**src/rtl/dac_spi_pkg.sv**
```systemverilog
// Constants and carrier types for the serial command front end of the DAC.
// Shared by the front end, its pin synchroniser and its shift register.
package dac_spi_pkg;

  localparam int CLK_FREQ_HZ        = 50000000;
  localparam int SYNC_STAGES        = 2;
  // Frame geometry
  localparam int CMD_BITS           = 8;
  localparam int LONG_CMD_BITS      = 24;
  localparam int BIT_CNT_W          = 5;
  localparam logic [4:0] LAST_CMD_BIT  = 5'h07;
  localparam logic [4:0] LAST_LONG_BIT = 5'h17;
  // Command byte field positions
  localparam int ADDR_MSB           = 7;
  localparam int ADDR_LSB           = 3;
  localparam int OPC_MSB            = 2;
  localparam int OPC_LSB            = 1;
  localparam int RSVD_BIT           = 0;
  localparam logic [4:0] ADDR_RESET = 5'h00;
  // Opcode encodings
  localparam logic [1:0] OPC_WRITE   = 2'h0;
  localparam logic [1:0] OPC_READ    = 2'h3;
  localparam logic [1:0] OPC_ENABLE  = 2'h2;
  localparam logic [1:0] OPC_DISABLE = 2'h1;
  // Address map split: volatile locations run from zero to this value
  localparam logic [4:0] VOL_ADDR_MAX = 5'h0A;
  localparam logic [4:0] NV_ADDR_MIN  = 5'h10;
  localparam logic [4:0] NV_ADDR_MAX  = 5'h1A;

  typedef enum logic [1:0] {
    CMD_WRITE,
    CMD_READ,
    CMD_ENABLE,
    CMD_DISABLE
  } cmd_e;

  // Pin levels after synchronisation
  typedef struct packed {
    logic sel_n;
    logic sck;
    logic mosi;
    logic hv;
  } pins_s;

  // One decoded command handed to the memory side
  typedef struct packed {
    cmd_e       cmd;
    logic [4:0] addr;
    logic [15:0] data;
  } cmd_s;

endpackage

```
**src/rtl/pin_sync.sv**
```systemverilog
// Two-stage synchroniser for the serial pins.
// Assumes every input is asynchronous to CLK.
`timescale 1ns/1ns
module pin_sync
  import dac_spi_pkg::*;
(
  // Clock and reset
  input  wire logic  CLK,
  input  wire logic  SRST,
  // Raw and synchronised pins
  input  wire pins_s pins_in,
  output pins_s      pins_out
);

  pins_s stage1_r;
  pins_s stage2_r;

  always_ff @(posedge CLK) begin
    if (SRST) begin
      stage1_r <= '{sel_n: 1'b1, sck: 1'b0, mosi: 1'b0, hv: 1'b0};
      stage2_r <= '{sel_n: 1'b1, sck: 1'b0, mosi: 1'b0, hv: 1'b0};
    end else begin
      stage1_r <= pins_in;
      stage2_r <= stage1_r;
    end
  end

  assign pins_out = stage2_r;

endmodule

```
**src/rtl/bit_shifter.sv**
```systemverilog
// Serial-in shift register with a bit counter for one frame.
// Assumes strobes are single-cycle and already synchronous to CLK.
`timescale 1ns/1ns
module bit_shifter
  import dac_spi_pkg::*;
(
  // Clock and reset
  input  wire logic                  CLK,
  input  wire logic                  SRST,
  // Control
  input  wire logic                  clear,
  input  wire logic                  shift,
  input  wire logic                  din,
  // State
  output logic [LONG_CMD_BITS-1:0]   sreg,
  output logic [BIT_CNT_W-1:0]       count
);

  logic [LONG_CMD_BITS-1:0] sreg_r;
  logic [BIT_CNT_W-1:0]     count_r;
  logic [BIT_CNT_W-1:0]     count_nxt;

  // Count wraps after a full long command so repeats restart at zero
  assign count_nxt = (count_r == LAST_LONG_BIT) ? '0
                   : count_r + BIT_CNT_W'(1);

  always_ff @(posedge CLK) begin
    if (SRST || clear) begin
      sreg_r  <= '0;
      count_r <= '0;
    end else if (shift) begin
      sreg_r  <= {sreg_r[LONG_CMD_BITS-2:0], din};
      count_r <= count_nxt;
    end
  end

  assign sreg  = sreg_r;
  assign count = count_r;

endmodule

```
**src/rtl/dac_spi_cmd.sv**
```systemverilog
// Serial command front end of the DAC: framing, command decode, status out.
// Assumes the serial pins are asynchronous and CLK is much faster than SCK.
//
// Summary of operation
// - Serial input is sampled on each rising clock edge.
// - Serial output changes on falling clock edges; an error forces it low at once.
// - Serial output is driven as soon as chip select goes active.
// - Chip select going active starts a frame and clears the bit counter.
// - Chip select inactive resets state and pointer; activity then ignored.
// - A command in error drives the error bit position low.
// - Power-on reset clears state machine and address pointer to zero.
// - Opcode 00 is write, 11 is read; both normal-mode commands.
// - Opcode 10 enables, 01 disables a configuration bit; high voltage only.
// - Reads and writes are 24 clocks; continuous forms repeat that length.
// - Normal logic level on the high-voltage pin means a normal command.
// - Command byte holds a 5-bit address, 2-bit opcode and reserved bit.
// - Ones go out for seven command bits, then the error flag.
// - Read or write under high voltage is ignored without an error.
// - Nonvolatile writes allow single access only, no repetition.
// - Valid commands may follow back to back under one chip select.
// - Error flag is one for a valid address/opcode pair, else zero.
// - Partial byte commands ignored; after error, all ignored, output low.
// - Clock modes 0,0 and 1,1 both sample rising and shift falling.
`timescale 1ns/1ns
module dac_spi_cmd
  import dac_spi_pkg::*;
(
  // Clock and reset
  input  wire logic        CLK,
  input  wire logic        SRST,
  // Serial pins (asynchronous)
  input  wire logic        CS_N,
  input  wire logic        SCK,
  input  wire logic        SDI,
  input  wire logic        HIGH_VOLTAGE_CMD_PIN,
  output logic             SDO_O,
  output logic             SDO_OE,
  // Read data for the data bytes of a read
  input  wire logic [15:0] RD_DATA,
  // Decoded command towards the memory side
  output cmd_s             CMD,
  output logic             CMD_VALID,
  output logic             NV_WRITE_PENDING,
  output logic             COMMAND_ERROR_FLAG,
  output logic [4:0]       ADDR_PTR
);

  pins_s pins_raw;
  pins_s pins;
  logic  sck_d_r;
  logic  sel_n_d_r;
  logic  frame_start;
  logic  frame_end;
  logic  active;
  logic  sck_rise;
  logic  sck_fall;

  logic [LONG_CMD_BITS-1:0] sreg;
  logic [BIT_CNT_W-1:0]     count;
  logic                     shift_in;

  assign pins_raw = '{sel_n: CS_N, sck: SCK, mosi: SDI,
                      hv: HIGH_VOLTAGE_CMD_PIN};

  pin_sync u_sync (
    .CLK      (CLK),
    .SRST     (SRST),
    .pins_in  (pins_raw),
    .pins_out (pins)
  );

  always_ff @(posedge CLK) begin
    if (SRST) begin
      sck_d_r   <= 1'b0;
      sel_n_d_r <= 1'b1;
    end else begin
      sck_d_r   <= pins.sck;
      sel_n_d_r <= pins.sel_n;
    end
  end

  assign active      = !pins.sel_n;
  assign frame_start = sel_n_d_r && !pins.sel_n;
  assign frame_end   = !sel_n_d_r && pins.sel_n;
  // Edges of either idle level count alike, so both modes work
  assign sck_rise    = active && !frame_start && pins.sck && !sck_d_r;
  assign sck_fall    = active && !frame_start && !pins.sck && sck_d_r;

  typedef enum logic [1:0] {
    ST_IDLE,
    ST_CMD,
    ST_DATA,
    ST_ERROR
  } state_e;

  state_e     state_r;
  state_e     state_nxt;
  logic [4:0] addr_r;
  logic [1:0] opc_r;
  logic       hv_r;
  logic       err_r;
  logic       nv_pend_r;
  logic       sdo_r;
  logic       cmd_valid_r;
  cmd_s       cmd_r;

  // Byte complete on the rising edge that takes its eighth bit
  logic       byte_done;
  logic       long_done;
  logic [7:0] cmd_byte;
  logic [4:0] rx_addr;
  logic [1:0] rx_opc;
  logic       rx_hv;
  logic       addr_vol;
  logic       addr_nv;
  logic       addr_ok;
  logic       is_long;
  logic       is_short;
  logic       combo_ok;
  logic       repeat_nv;
  logic       ignore_cmd;
  logic       in_cmd_byte;

  assign shift_in    = sck_rise && (state_r != ST_ERROR);
  assign byte_done   = shift_in && (count[2:0] == LAST_CMD_BIT[2:0]);
  assign long_done   = shift_in && (count == LAST_LONG_BIT);
  assign cmd_byte    = {sreg[CMD_BITS-2:0], pins.mosi};
  assign rx_addr     = cmd_byte[ADDR_MSB:ADDR_LSB];
  assign rx_opc      = cmd_byte[OPC_MSB:OPC_LSB];
  assign rx_hv       = pins.hv;
  assign addr_vol    = rx_addr <= VOL_ADDR_MAX;
  assign addr_nv     = rx_addr >= NV_ADDR_MIN && rx_addr <= NV_ADDR_MAX;
  assign addr_ok     = addr_vol || addr_nv;
  assign is_long     = rx_opc == OPC_WRITE || rx_opc == OPC_READ;
  assign is_short    = rx_opc == OPC_ENABLE || rx_opc == OPC_DISABLE;
  // Configuration bits live in the nonvolatile range only
  assign combo_ok    = addr_ok && (is_long || (is_short && addr_nv));
  // A command after a nonvolatile write in the same frame is an error
  assign repeat_nv   = nv_pend_r;
  assign ignore_cmd  = (is_long && rx_hv) || (is_short && !rx_hv);
  assign in_cmd_byte = state_r == ST_CMD;

  always_comb begin
    state_nxt = state_r;
    unique case (state_r)
      ST_IDLE: begin
        if (frame_start) begin
          state_nxt = ST_CMD;
        end
      end
      ST_CMD: begin
        if (byte_done) begin
          if (!combo_ok || repeat_nv) begin
            state_nxt = ST_ERROR;
          end else if (is_long) begin
            state_nxt = ST_DATA;
          end else begin
            state_nxt = ST_CMD;
          end
        end
      end
      ST_DATA: begin
        if (long_done) begin
          state_nxt = ST_CMD;
        end
      end
      ST_ERROR: begin
        state_nxt = ST_ERROR;
      end
    endcase
    if (!active) begin
      state_nxt = ST_IDLE;
    end
  end

  always_ff @(posedge CLK) begin
    if (SRST) begin
      state_r     <= ST_IDLE;
      addr_r      <= ADDR_RESET;
      opc_r       <= OPC_WRITE;
      hv_r        <= 1'b0;
      err_r       <= 1'b0;
      nv_pend_r   <= 1'b0;
      cmd_valid_r <= 1'b0;
      cmd_r       <= '{cmd: CMD_WRITE, addr: 5'h00, data: 16'h0000};
    end else begin
      state_r     <= state_nxt;
      cmd_valid_r <= 1'b0;
      if (!active) begin
        addr_r    <= ADDR_RESET;
        err_r     <= 1'b0;
        nv_pend_r <= 1'b0;
      end else if (in_cmd_byte && byte_done) begin
        addr_r <= rx_addr;
        opc_r  <= rx_opc;
        hv_r   <= rx_hv;
        err_r  <= !combo_ok || repeat_nv;
        if (combo_ok && !repeat_nv && is_short && !ignore_cmd) begin
          cmd_valid_r <= 1'b1;
          cmd_r <= '{cmd: (rx_opc == OPC_ENABLE) ? CMD_ENABLE : CMD_DISABLE,
                     addr: rx_addr, data: 16'h0000};
        end
      end else if (state_r == ST_DATA && long_done) begin
        // Full 24 clocks only; partial frames never reach here
        if (!(hv_r)) begin
          cmd_valid_r <= 1'b1;
          cmd_r <= '{cmd: (opc_r == OPC_READ) ? CMD_READ : CMD_WRITE,
                     addr: addr_r, data: {sreg[14:0], pins.mosi}};
          if (opc_r == OPC_WRITE && addr_r >= NV_ADDR_MIN) begin
            nv_pend_r <= 1'b1;
          end
        end
      end
    end
  end

  // Output bit chosen for the next falling edge
  logic       out_bit;
  logic [3:0] data_idx;
  logic       read_data;
  // Address and opcode are complete after seven bits; the eighth is reserved
  logic [4:0] pre_addr;
  logic [1:0] pre_opc;
  logic       pre_vol;
  logic       pre_nv;
  logic       pre_long;
  logic       pre_short;
  logic       pre_ok;

  assign pre_addr  = sreg[ADDR_MSB-1:ADDR_LSB-1];
  assign pre_opc   = sreg[OPC_MSB-1:OPC_LSB-1];
  assign pre_vol   = pre_addr <= VOL_ADDR_MAX;
  assign pre_nv    = pre_addr >= NV_ADDR_MIN && pre_addr <= NV_ADDR_MAX;
  assign pre_long  = pre_opc == OPC_WRITE || pre_opc == OPC_READ;
  assign pre_short = pre_opc == OPC_ENABLE || pre_opc == OPC_DISABLE;
  assign pre_ok    = (pre_vol || pre_nv) && !repeat_nv
                     && (pre_long || (pre_short && pre_nv));

  assign data_idx  = 4'(LAST_LONG_BIT - count);
  assign read_data = state_r == ST_DATA && opc_r == OPC_READ && !hv_r;
  // count already advanced past the rising edge that took the bit
  assign out_bit = (state_r == ST_ERROR) ? 1'b0
                 : (in_cmd_byte && count[2:0] == LAST_CMD_BIT[2:0])
                   ? pre_ok
                 : read_data ? RD_DATA[data_idx]
                 : 1'b1;

  always_ff @(posedge CLK) begin
    if (SRST) begin
      sdo_r <= 1'b1;
    end else if (frame_start) begin
      sdo_r <= 1'b1;
    end else if (sck_fall) begin
      sdo_r <= out_bit;
    end else if (state_r == ST_ERROR) begin
      sdo_r <= 1'b0;
    end else if (in_cmd_byte && byte_done && !(combo_ok && !repeat_nv)) begin
      sdo_r <= sdo_r;
    end
  end

  // Error state forces the line low at once, between falling edges too
  logic sdo_flag;
  assign sdo_flag = (state_r == ST_ERROR) ? 1'b0 : sdo_r;

  bit_shifter u_shift (
    .CLK   (CLK),
    .SRST  (SRST),
    .clear (frame_start || !active || (in_cmd_byte && byte_done && is_short)),
    .shift (shift_in),
    .din   (pins.mosi),
    .sreg  (sreg),
    .count (count)
  );

  assign SDO_O              = active ? sdo_flag : 1'b0;
  assign SDO_OE             = active;
  assign CMD                = cmd_r;
  assign CMD_VALID          = cmd_valid_r;
  assign NV_WRITE_PENDING   = nv_pend_r;
  assign COMMAND_ERROR_FLAG = !err_r;
  assign ADDR_PTR           = addr_r;

endmodule

```
**config.mk**
```make
export PLATFORM = sky130hd
export DESIGN_NAME = dac_spi_cmd
export DESIGN_NICKNAME = d
export VERILOG_FILES = /design/src/rtl/dac_spi_pkg.sv /design/src/rtl/pin_sync.sv /design/src/rtl/bit_shifter.sv /design/src/rtl/dac_spi_cmd.sv
export SDC_FILE = /design/constraint.sdc
export NUM_CORES = 1
export LEC_CHECK = 0
export BUFFER_PORTS_ARGS = -buffer_cell sky130_fd_sc_hd__buf_4
export CAP_MARGIN = 20
export CORE_ASPECT_RATIO = 1.2
export CORE_MARGIN = 5
export CORE_UTILIZATION = 54
export CTS_BUF_LIST = sky130_fd_sc_hd__clkbuf_16
export DETAILED_ROUTE_END_ITERATION = 12
export PLACE_DENSITY = 0.78
export SLEW_MARGIN = 20
export SYNTH_ARGS = -nofsm -noshare
export SYNTH_HDL_FRONTEND = slang
export SYNTH_SLANG_ARGS = --single-unit
```
**constraint.sdc**
```tcl
create_clock -name CLK -period 2.2 [get_ports CLK]
set_input_delay 0.44 -clock CLK [delete_from_list [all_inputs] [get_ports CLK]]
set_output_delay 0.44 -clock CLK [all_outputs]
set_load 0.03 [all_outputs]
```
# ---- Yosys cells after proc, flatten, opt, wreduce, memory -nomap -nowiden
# Cells that the tools add are included.
dict set report op_classes {
  n_addsub 2
  order_cmp 5
  n_eq_ne 15
  n_mux 25
  bitwise_logic 3
  n_reduce_logical 55
}
# op count
set op_table {}
lappend op_table {{2-to-1 mux 23 bit} 4}
lappend op_table {{logical AND 1 bit} 26}
lappend op_table {{2-to-1 mux 1 bit} 13}
lappend op_table {{equality test 2 bit, second input constant} 5}
lappend op_table {{greater-or-equal comparator 5 bit, second input constant} 2}
lappend op_table {{zero test 1 bit} 10}
lappend op_table {{2-to-1 mux 2 bit} 5}
lappend op_table {{!= test 2 bit, second input constant} 5}
lappend op_table {{logical OR 1 bit} 9}
lappend op_table {{case mux 2 bit (4 select lines)} 1}
lappend op_table {{AND reduction 4 bit} 2}
lappend op_table {{zero test 2 bit} 3}
lappend op_table {{adder 5 x 1 -> 5 bit, second input constant} 1}
lappend op_table {{equality test 5 bit, second input constant} 1}
lappend op_table {{less-or-equal comparator 5 x 4 -> 1 bit, second input constant} 1}
lappend op_table {{less-or-equal comparator 5 bit, second input constant} 1}
lappend op_table {{< comparator 4 x 5 -> 1 bit, second input constant} 1}
lappend op_table {{2-to-1 mux 5 bit} 1}
lappend op_table {{binary-select mux 1 bit (select 4 bit)} 1}
lappend op_table {{equality test 2 x 1 -> 1 bit, second input constant} 2}
lappend op_table {{OR reduction 2 bit} 2}
lappend op_table {{subtractor 3 x 4 -> 4 bit, first input constant} 1}
lappend op_table {{equality test 3 bit, second input constant} 1}
lappend op_table {{inverter 1 bit} 3}
lappend op_table {{other kinds (4)} 4}
dict set report word_totals {
  regBits 67
  out_inout_bits 33
  word_cells 128
}

# ---- Longest topological paths before layout
dict set report depth {
  word_depth 12
  depth_mapped 8
  mapped_depth_nobuf 6
}

# ---- Modules after synthesis
# A second synthesis with hierarchy kept.
dict set report hier_totals {
  hier_cells 367
  hier_area_um2 3315.7
}
# module instances cells_per_inst area_per_inst_um2 seq_area_each_um2
set modules_own_cells {}
lappend modules_own_cells {dac_spi_cmd 1 249 2003.2 780.7}
lappend modules_own_cells {bit_shifter 1 102 1102.3 580.6}
lappend modules_own_cells {pin_sync 1 16 210.2 160.2}

# ---- Worst setup path before layout
# No wires, ideal clock.
dict set report synth_timing {
  path_type {reg-to-reg}
  startpoint {register u_shift.sreg_r[0] (netlist: u_shift.sreg[0])}
  endpoint {register cmd_r (netlist bit CMD[7])}
  setup_time_ps 132
  arrival_ps 1829
  required_ps 2068
  slack_ps 239
  stages_incl_launch_ff 8
  n_path_buf 2
  period_less_slack_ps 1961
  cell_sequence {dfxtp_1 > inv_1 > ha_1 > or4_1 > buf_2 > buf_2 > o211ai_1 > a21oi_1}
}
dict set report synth_between {
  elab_chain_cells 10
}
# item line
set synth_rtl {}
lappend synth_rtl {{from (decl)} bit_shifter.sv:19} ;# logic [LONG_CMD_BITS-1:0] sreg_r;
lappend synth_rtl {{from (signal assigned)} bit_shifter.sv:32} ;# sreg_r <= {sreg_r[LONG_CMD_BITS-2:0], din};
lappend synth_rtl {{equality test 2 bit or equality test 2 x 1 -> 1 bit (tied branches)} dac_spi_cmd.sv:135} ;# assign is_short = rx_opc == OPC_ENABLE || rx_opc == OPC_DISABLE;
lappend synth_rtl {{logical OR 1 bit} dac_spi_cmd.sv:135}
lappend synth_rtl {{logical AND 1 bit} dac_spi_cmd.sv:137} ;# assign combo_ok = addr_ok && (is_long || (is_short && addr_nv));
lappend synth_rtl {{logical OR 1 bit} dac_spi_cmd.sv:137}
lappend synth_rtl {{logical AND 1 bit} dac_spi_cmd.sv:137}
lappend synth_rtl {{logical AND 1 bit} n/a}
lappend synth_rtl {{logical AND 1 bit} dac_spi_cmd.sv:198} ;# if (combo_ok && !repeat_nv && is_short && !ignore_cmd) begin
lappend synth_rtl {{logical AND 1 bit *} dac_spi_cmd.sv:198}
lappend synth_rtl {{!= test 2 bit (no line) *} n/a}
lappend synth_rtl {{AND reduction 4 bit (no line) *} n/a}
lappend synth_rtl {{to (signal assigned)} dac_spi_cmd.sv:185} ;# cmd_r <= '{cmd: CMD_WRITE, addr: 5'h00, data: 16'h0000};
lappend synth_rtl {{to (signal assigned)} dac_spi_cmd.sv:200} ;# cmd_r <= '{cmd: (rx_opc == OPC_ENABLE) ? CMD_ENABLE : CMD_DISABLE,
lappend synth_rtl {{to (signal assigned)} dac_spi_cmd.sv:207} ;# cmd_r <= '{cmd: (opc_r == OPC_READ) ? CMD_READ : CMD_WRITE,
lappend synth_rtl {{to (decl)} dac_spi_cmd.sv:105} ;# cmd_s cmd_r;
# Mark *: on every way between the ends. The rest lies on a longest branch, timed or not.
# A chain may end at the register's enable or synchronous reset.

# ---- Worst setup path in the final report
dict set report layout_timing {
  startpoint {register u_shift.sreg_r[0] (netlist: u_shift.sreg[0])}
  endpoint {register cmd_r (netlist bit CMD[5])}
}
# Same word-level chain as after synthesis.

==> qor_table.md <==
| Parameter | This run |
|---|---|
| Outcome | finished clean |
| Power density over the cells | 759 nW/um^2 |
| Slack of the worst reg-to-reg path | 0.20 ns |
| Share of synthesized area occupied by flip-flops and latches | 46.8% |
| Worst Path Arrival | 2.19 ns |
| Actual transition at the worst max-transition pin | 0.541 ns |
| Port bufs | 54 |
| Levels on crit path | 6 |
| Post-synthesis instance area | 2870 um^2 |
| Average wire per cell in the routed design | 15.9 um |
| Max-capacitance violation count | 0 |
| Part of the power in the clock network | 53.2% |
| Worst setup path startpoint | u_shift.sreg[0] |
| Clock edge transition at the registers on the reported setup and hold paths | 0.05 ns |
| CTS tree | yes |
| Worst Path Class, Setup | register to register |
| Kind of end point of the critical path | register |
| Maximum VDD drop | 475 uV |
| Number of cells on the worst reg-to-reg path | 6 |
| Most area-consuming cells after synthesis | dfxtp_1 (47%), nand2_1 (9.2%), a21oi_1 (8.2%) |
| Area of the die | 6870 um^2 |
| Min setup slack post-route | 0.195 ns |
| Number of enable-type register cells in the synthesized netlist | 0 |
| Most frequent cells after synthesis | nand2_1 (70), dfxtp_1 (67), a21oi_1 (47) |
| Post-route worst hold slack | 0.303 ns |
| Capturing point of the worst reg2reg path | CMD[5] |
| Slowest Stage Delay on Critical Path | 0.58 ns |
| Critical path cell sequence | inv_1 > ha_1 > or4_1 > buf_4 > o211ai_1 > a21oi_1 |
| Total wirelength of the detailed-routed design | 7030 um |
| GR Overflow Total | 0 |
| Number of warning messages in the yosys log | 0 |
| Leakage Power | 1.33 nW |
| Weighted congestion reported at the end of routability-driven placement | 0.924 |
| Part of the total power dissipated in sequential elements | 44.4% |
| Worst hold path type | input pin to register |
| Final Util | 70.0% |
| Met3 WL post-DR | 327 um |
| DR vias | 2557 |
| Die outline height | 89.8 um |
| Final total negative setup slack | 0 ns |
| FP Rows | 29 |
| Routed length on met1 | 3010 um |
| Met2 wire len | 3550 um |
| Post-Syn Area per Cell | 8.88 um^2 |
| Highest routed metal layer | met4 |
| CTS max path bufs | 2 |
| Achievable frequency | 0.499 GHz |
| Reg2Reg Launch Point | u_shift.sreg[0] |
| Number of detailed-route iterations in the first pass | 4 |
| Number of failing setup endpoints in the final timing report | 0 |
| Net switching power | 0.537 mW |
| Post-placement cell area | 3350 um^2 |
| Overall global routing resource usage | 20.8% |
| Highest fanout seen on the critical path | 12 |
| Clock sink total | 67 |
| Cell internal power dissipation | 2.24 mW |
| Top cell family by delay on the critical path | simple AND/OR/NAND/NOR gates |
| Slew Limit Headroom | 63.8% |
| Most area-hungry cell type in the Yosys netlist | dfxtp_1 |
| Comb power frac | 2.5% |
| Startpoint type of the worst setup path | register |
| Post-Place Setup Slack | 0.217 ns |
| Antenna-violating nets left | 0 |
| Share of the clock period used by the worst path after layout | 91.1% |
| Clock Skews | 0.00174 ns |
| Signed area change from the synthesized netlist to the final layout | 27.5% |
| Time the worst path needs with I/O delays and setup | 2.00 ns |
| Dpl hpwl | 4850 um |
| TritonCTS buffer count | 9 |
| Final hold viol count | 0 |
| Initial detailed-routing violation count | 184 |
| Clock latency at the later pin of the worst-skew pair | 0.32 ns |
| Cell with the largest stage delay on the worst path | or4_1 |
| Maximum level of the CTS H-tree | 3 |
| Synth cell types | 52 |
| Starting utilization of the core area | 54.9% |
| Top-level port count | 55 |
| Cell count after synthesis | 323 |
| Post-route DRC violation count | 0 |
| Via count of the first global-routing pass | 2467 |
| Die Span X | 76.5 um |
| Antenna violations before repair | 0 |
| Post-synthesis sequential element count | 67 |
| Main synth FF type | dfxtp_1 |
| Post-CTS Setup Inserts | 0 |
| Synth Net Count | 348 |
| End point of the critical path | CMD[5] |
| Proportion of netlist area held by the largest area contributor | 46.8% |
| Fraction of final layout cells sized beyond drive strength 1 | 27.0% |
| Unrepaired setup endpoints after global routing | no |
| Final layout net count | 402 |
| Switching Fraction | 19.4% |
| First-pass GRT wire length | 11900 um |
| Asr flop ratio synth | 0% |
| Post-route cell area | 3660 um^2 |
| ANT cells | 0 |
| Clock root buffer master | clkbuf_16 |
| Maximum number of pins on one net before global-route repair | 38 |
| CP required | 2.39 ns |
| Average vias per placed instance | 5.77 |
| Total core area | 5230 um^2 |
| Final Slew Violations | 0 |
| Worst path bufs/invs | 2 |
| Most used standard cell by instance count after synthesis | nand2_1 |
==> power by group through the flow <==
stage / registers, mW / clock network (mW) / logic, mW
6_report: 1.23 / 1.48 / 0.0682
2_1_floorplan: 1.25 / 0 / 0.0374
3_5_place_dp: 1.26 / 0 / 0.0680
4_1_cts: 1.23 / 1.49 / 0.0685
5_1_grt: 1.23 / 1.55 / 0.0746
3_3_place_gp: 1.26 / 0 / 0.0669
==> repair_timing <==
action	4_1_cts	5_1_grt
resized for setup	0	3
setup endpoints to repair	0	2
hold buffers	0	0
==> cells in the final DEF (no fill, tap or decap), types with 4 or more instances in the layout <==
cell       instances
nor3_1             4
mux2i_1            4
inv_1              6
a311oi_1           4
nor2b_1           10
nand2_1           70
clkbuf_16          9
nor2_1             9
o211ai_1          16
a211oi_1           7
a21oi_1           47
buf_4             66
dfxtp_1           66
==> state kept, by name, indices dropped and copies added, names as in the netlist, 2 cells and up <==
signal / flops
CMD: 23
u_sync.stage1_r: 4
u_shift.count: 5
u_shift.sreg: 15
ADDR_PTR: 5
opc_r: 2
state_r: 2
u_sync.pins_out: 4
==> worst reg2reg max path, delay by kind of cell, from the launching register on <==
family / cells / cell delay [ns]
compound gates: 2 / 0.28
flops: 1 / 0.42
fa+ha+maj: 1 / 0.32
simple gates: 1 / 0.58
buf+inv: 2 / 0.29
==> how the worst min path moves through the flow <==
stage,startpoint,end,slack [ns],cells past startpoint
floorplan,u_sync.stage1_r[3],u_sync.pins_out[3],0.39,1
detailed placement,u_sync.stage1_r[3],u_sync.pins_out[3],0.41,1
global placement,u_sync.stage1_r[3],u_sync.pins_out[3],0.40,1
finish,CS_N,u_sync.stage1_r[3],0.30,2
global route,CS_N,u_sync.stage1_r[3],0.30,2
CTS,CS_N,u_sync.stage1_r[3],0.30,2
==> area by class of cell <==
type | count | area, um^2
Multi-Input combinational cell | 225 | 1370
Clock inverter | 6 | 81.3
Fill cell | 426 | 1570
Inverter | 6 | 22.5
Timing Repair Buffer | 68 | 536
Sequential cell | 67 | 1340
Tap cell | 62 | 77.6
Clock buffer | 9 | 225
==> cells by family (layout without fill, tap and decap cells) <==
| group | count (synthesis) | after routing | synth area share, % |
|---|---|---|---|
| adder cells (fa/ha/maj) | 3 | 3 | 1.31 |
| multiplexers | 8 | 8 | 4.14 |
| flip-flops | 67 | 67 | 46.8 |
| AO/OA/AOI/OAI | 91 | 91 | 20.2 |
| AND/OR/NAND/NOR | 123 | 123 | 22.1 |
| buffers and inverters | 31 | 89 | 5.45 |
==> through the flow <==
step / cells / total power [mW]
2_1_floorplan: 323 / 1.29
3_3_place_gp: 428 / 1.32
3_5_place_dp: 428 / 1.32
4_1_cts: 443 / 2.79
5_1_grt: 443 / 2.85
6_report: 443 / 2.78
==> per-layer routing <==
metal	vias to the layer above	track usage [%]
met4	0	8.75
met2	66	34.8
met3	16	4.70
met1	1222	25.7
li1	1253	-
met5	-	0
No activity file was read; power rests on OpenSTA's default activity.
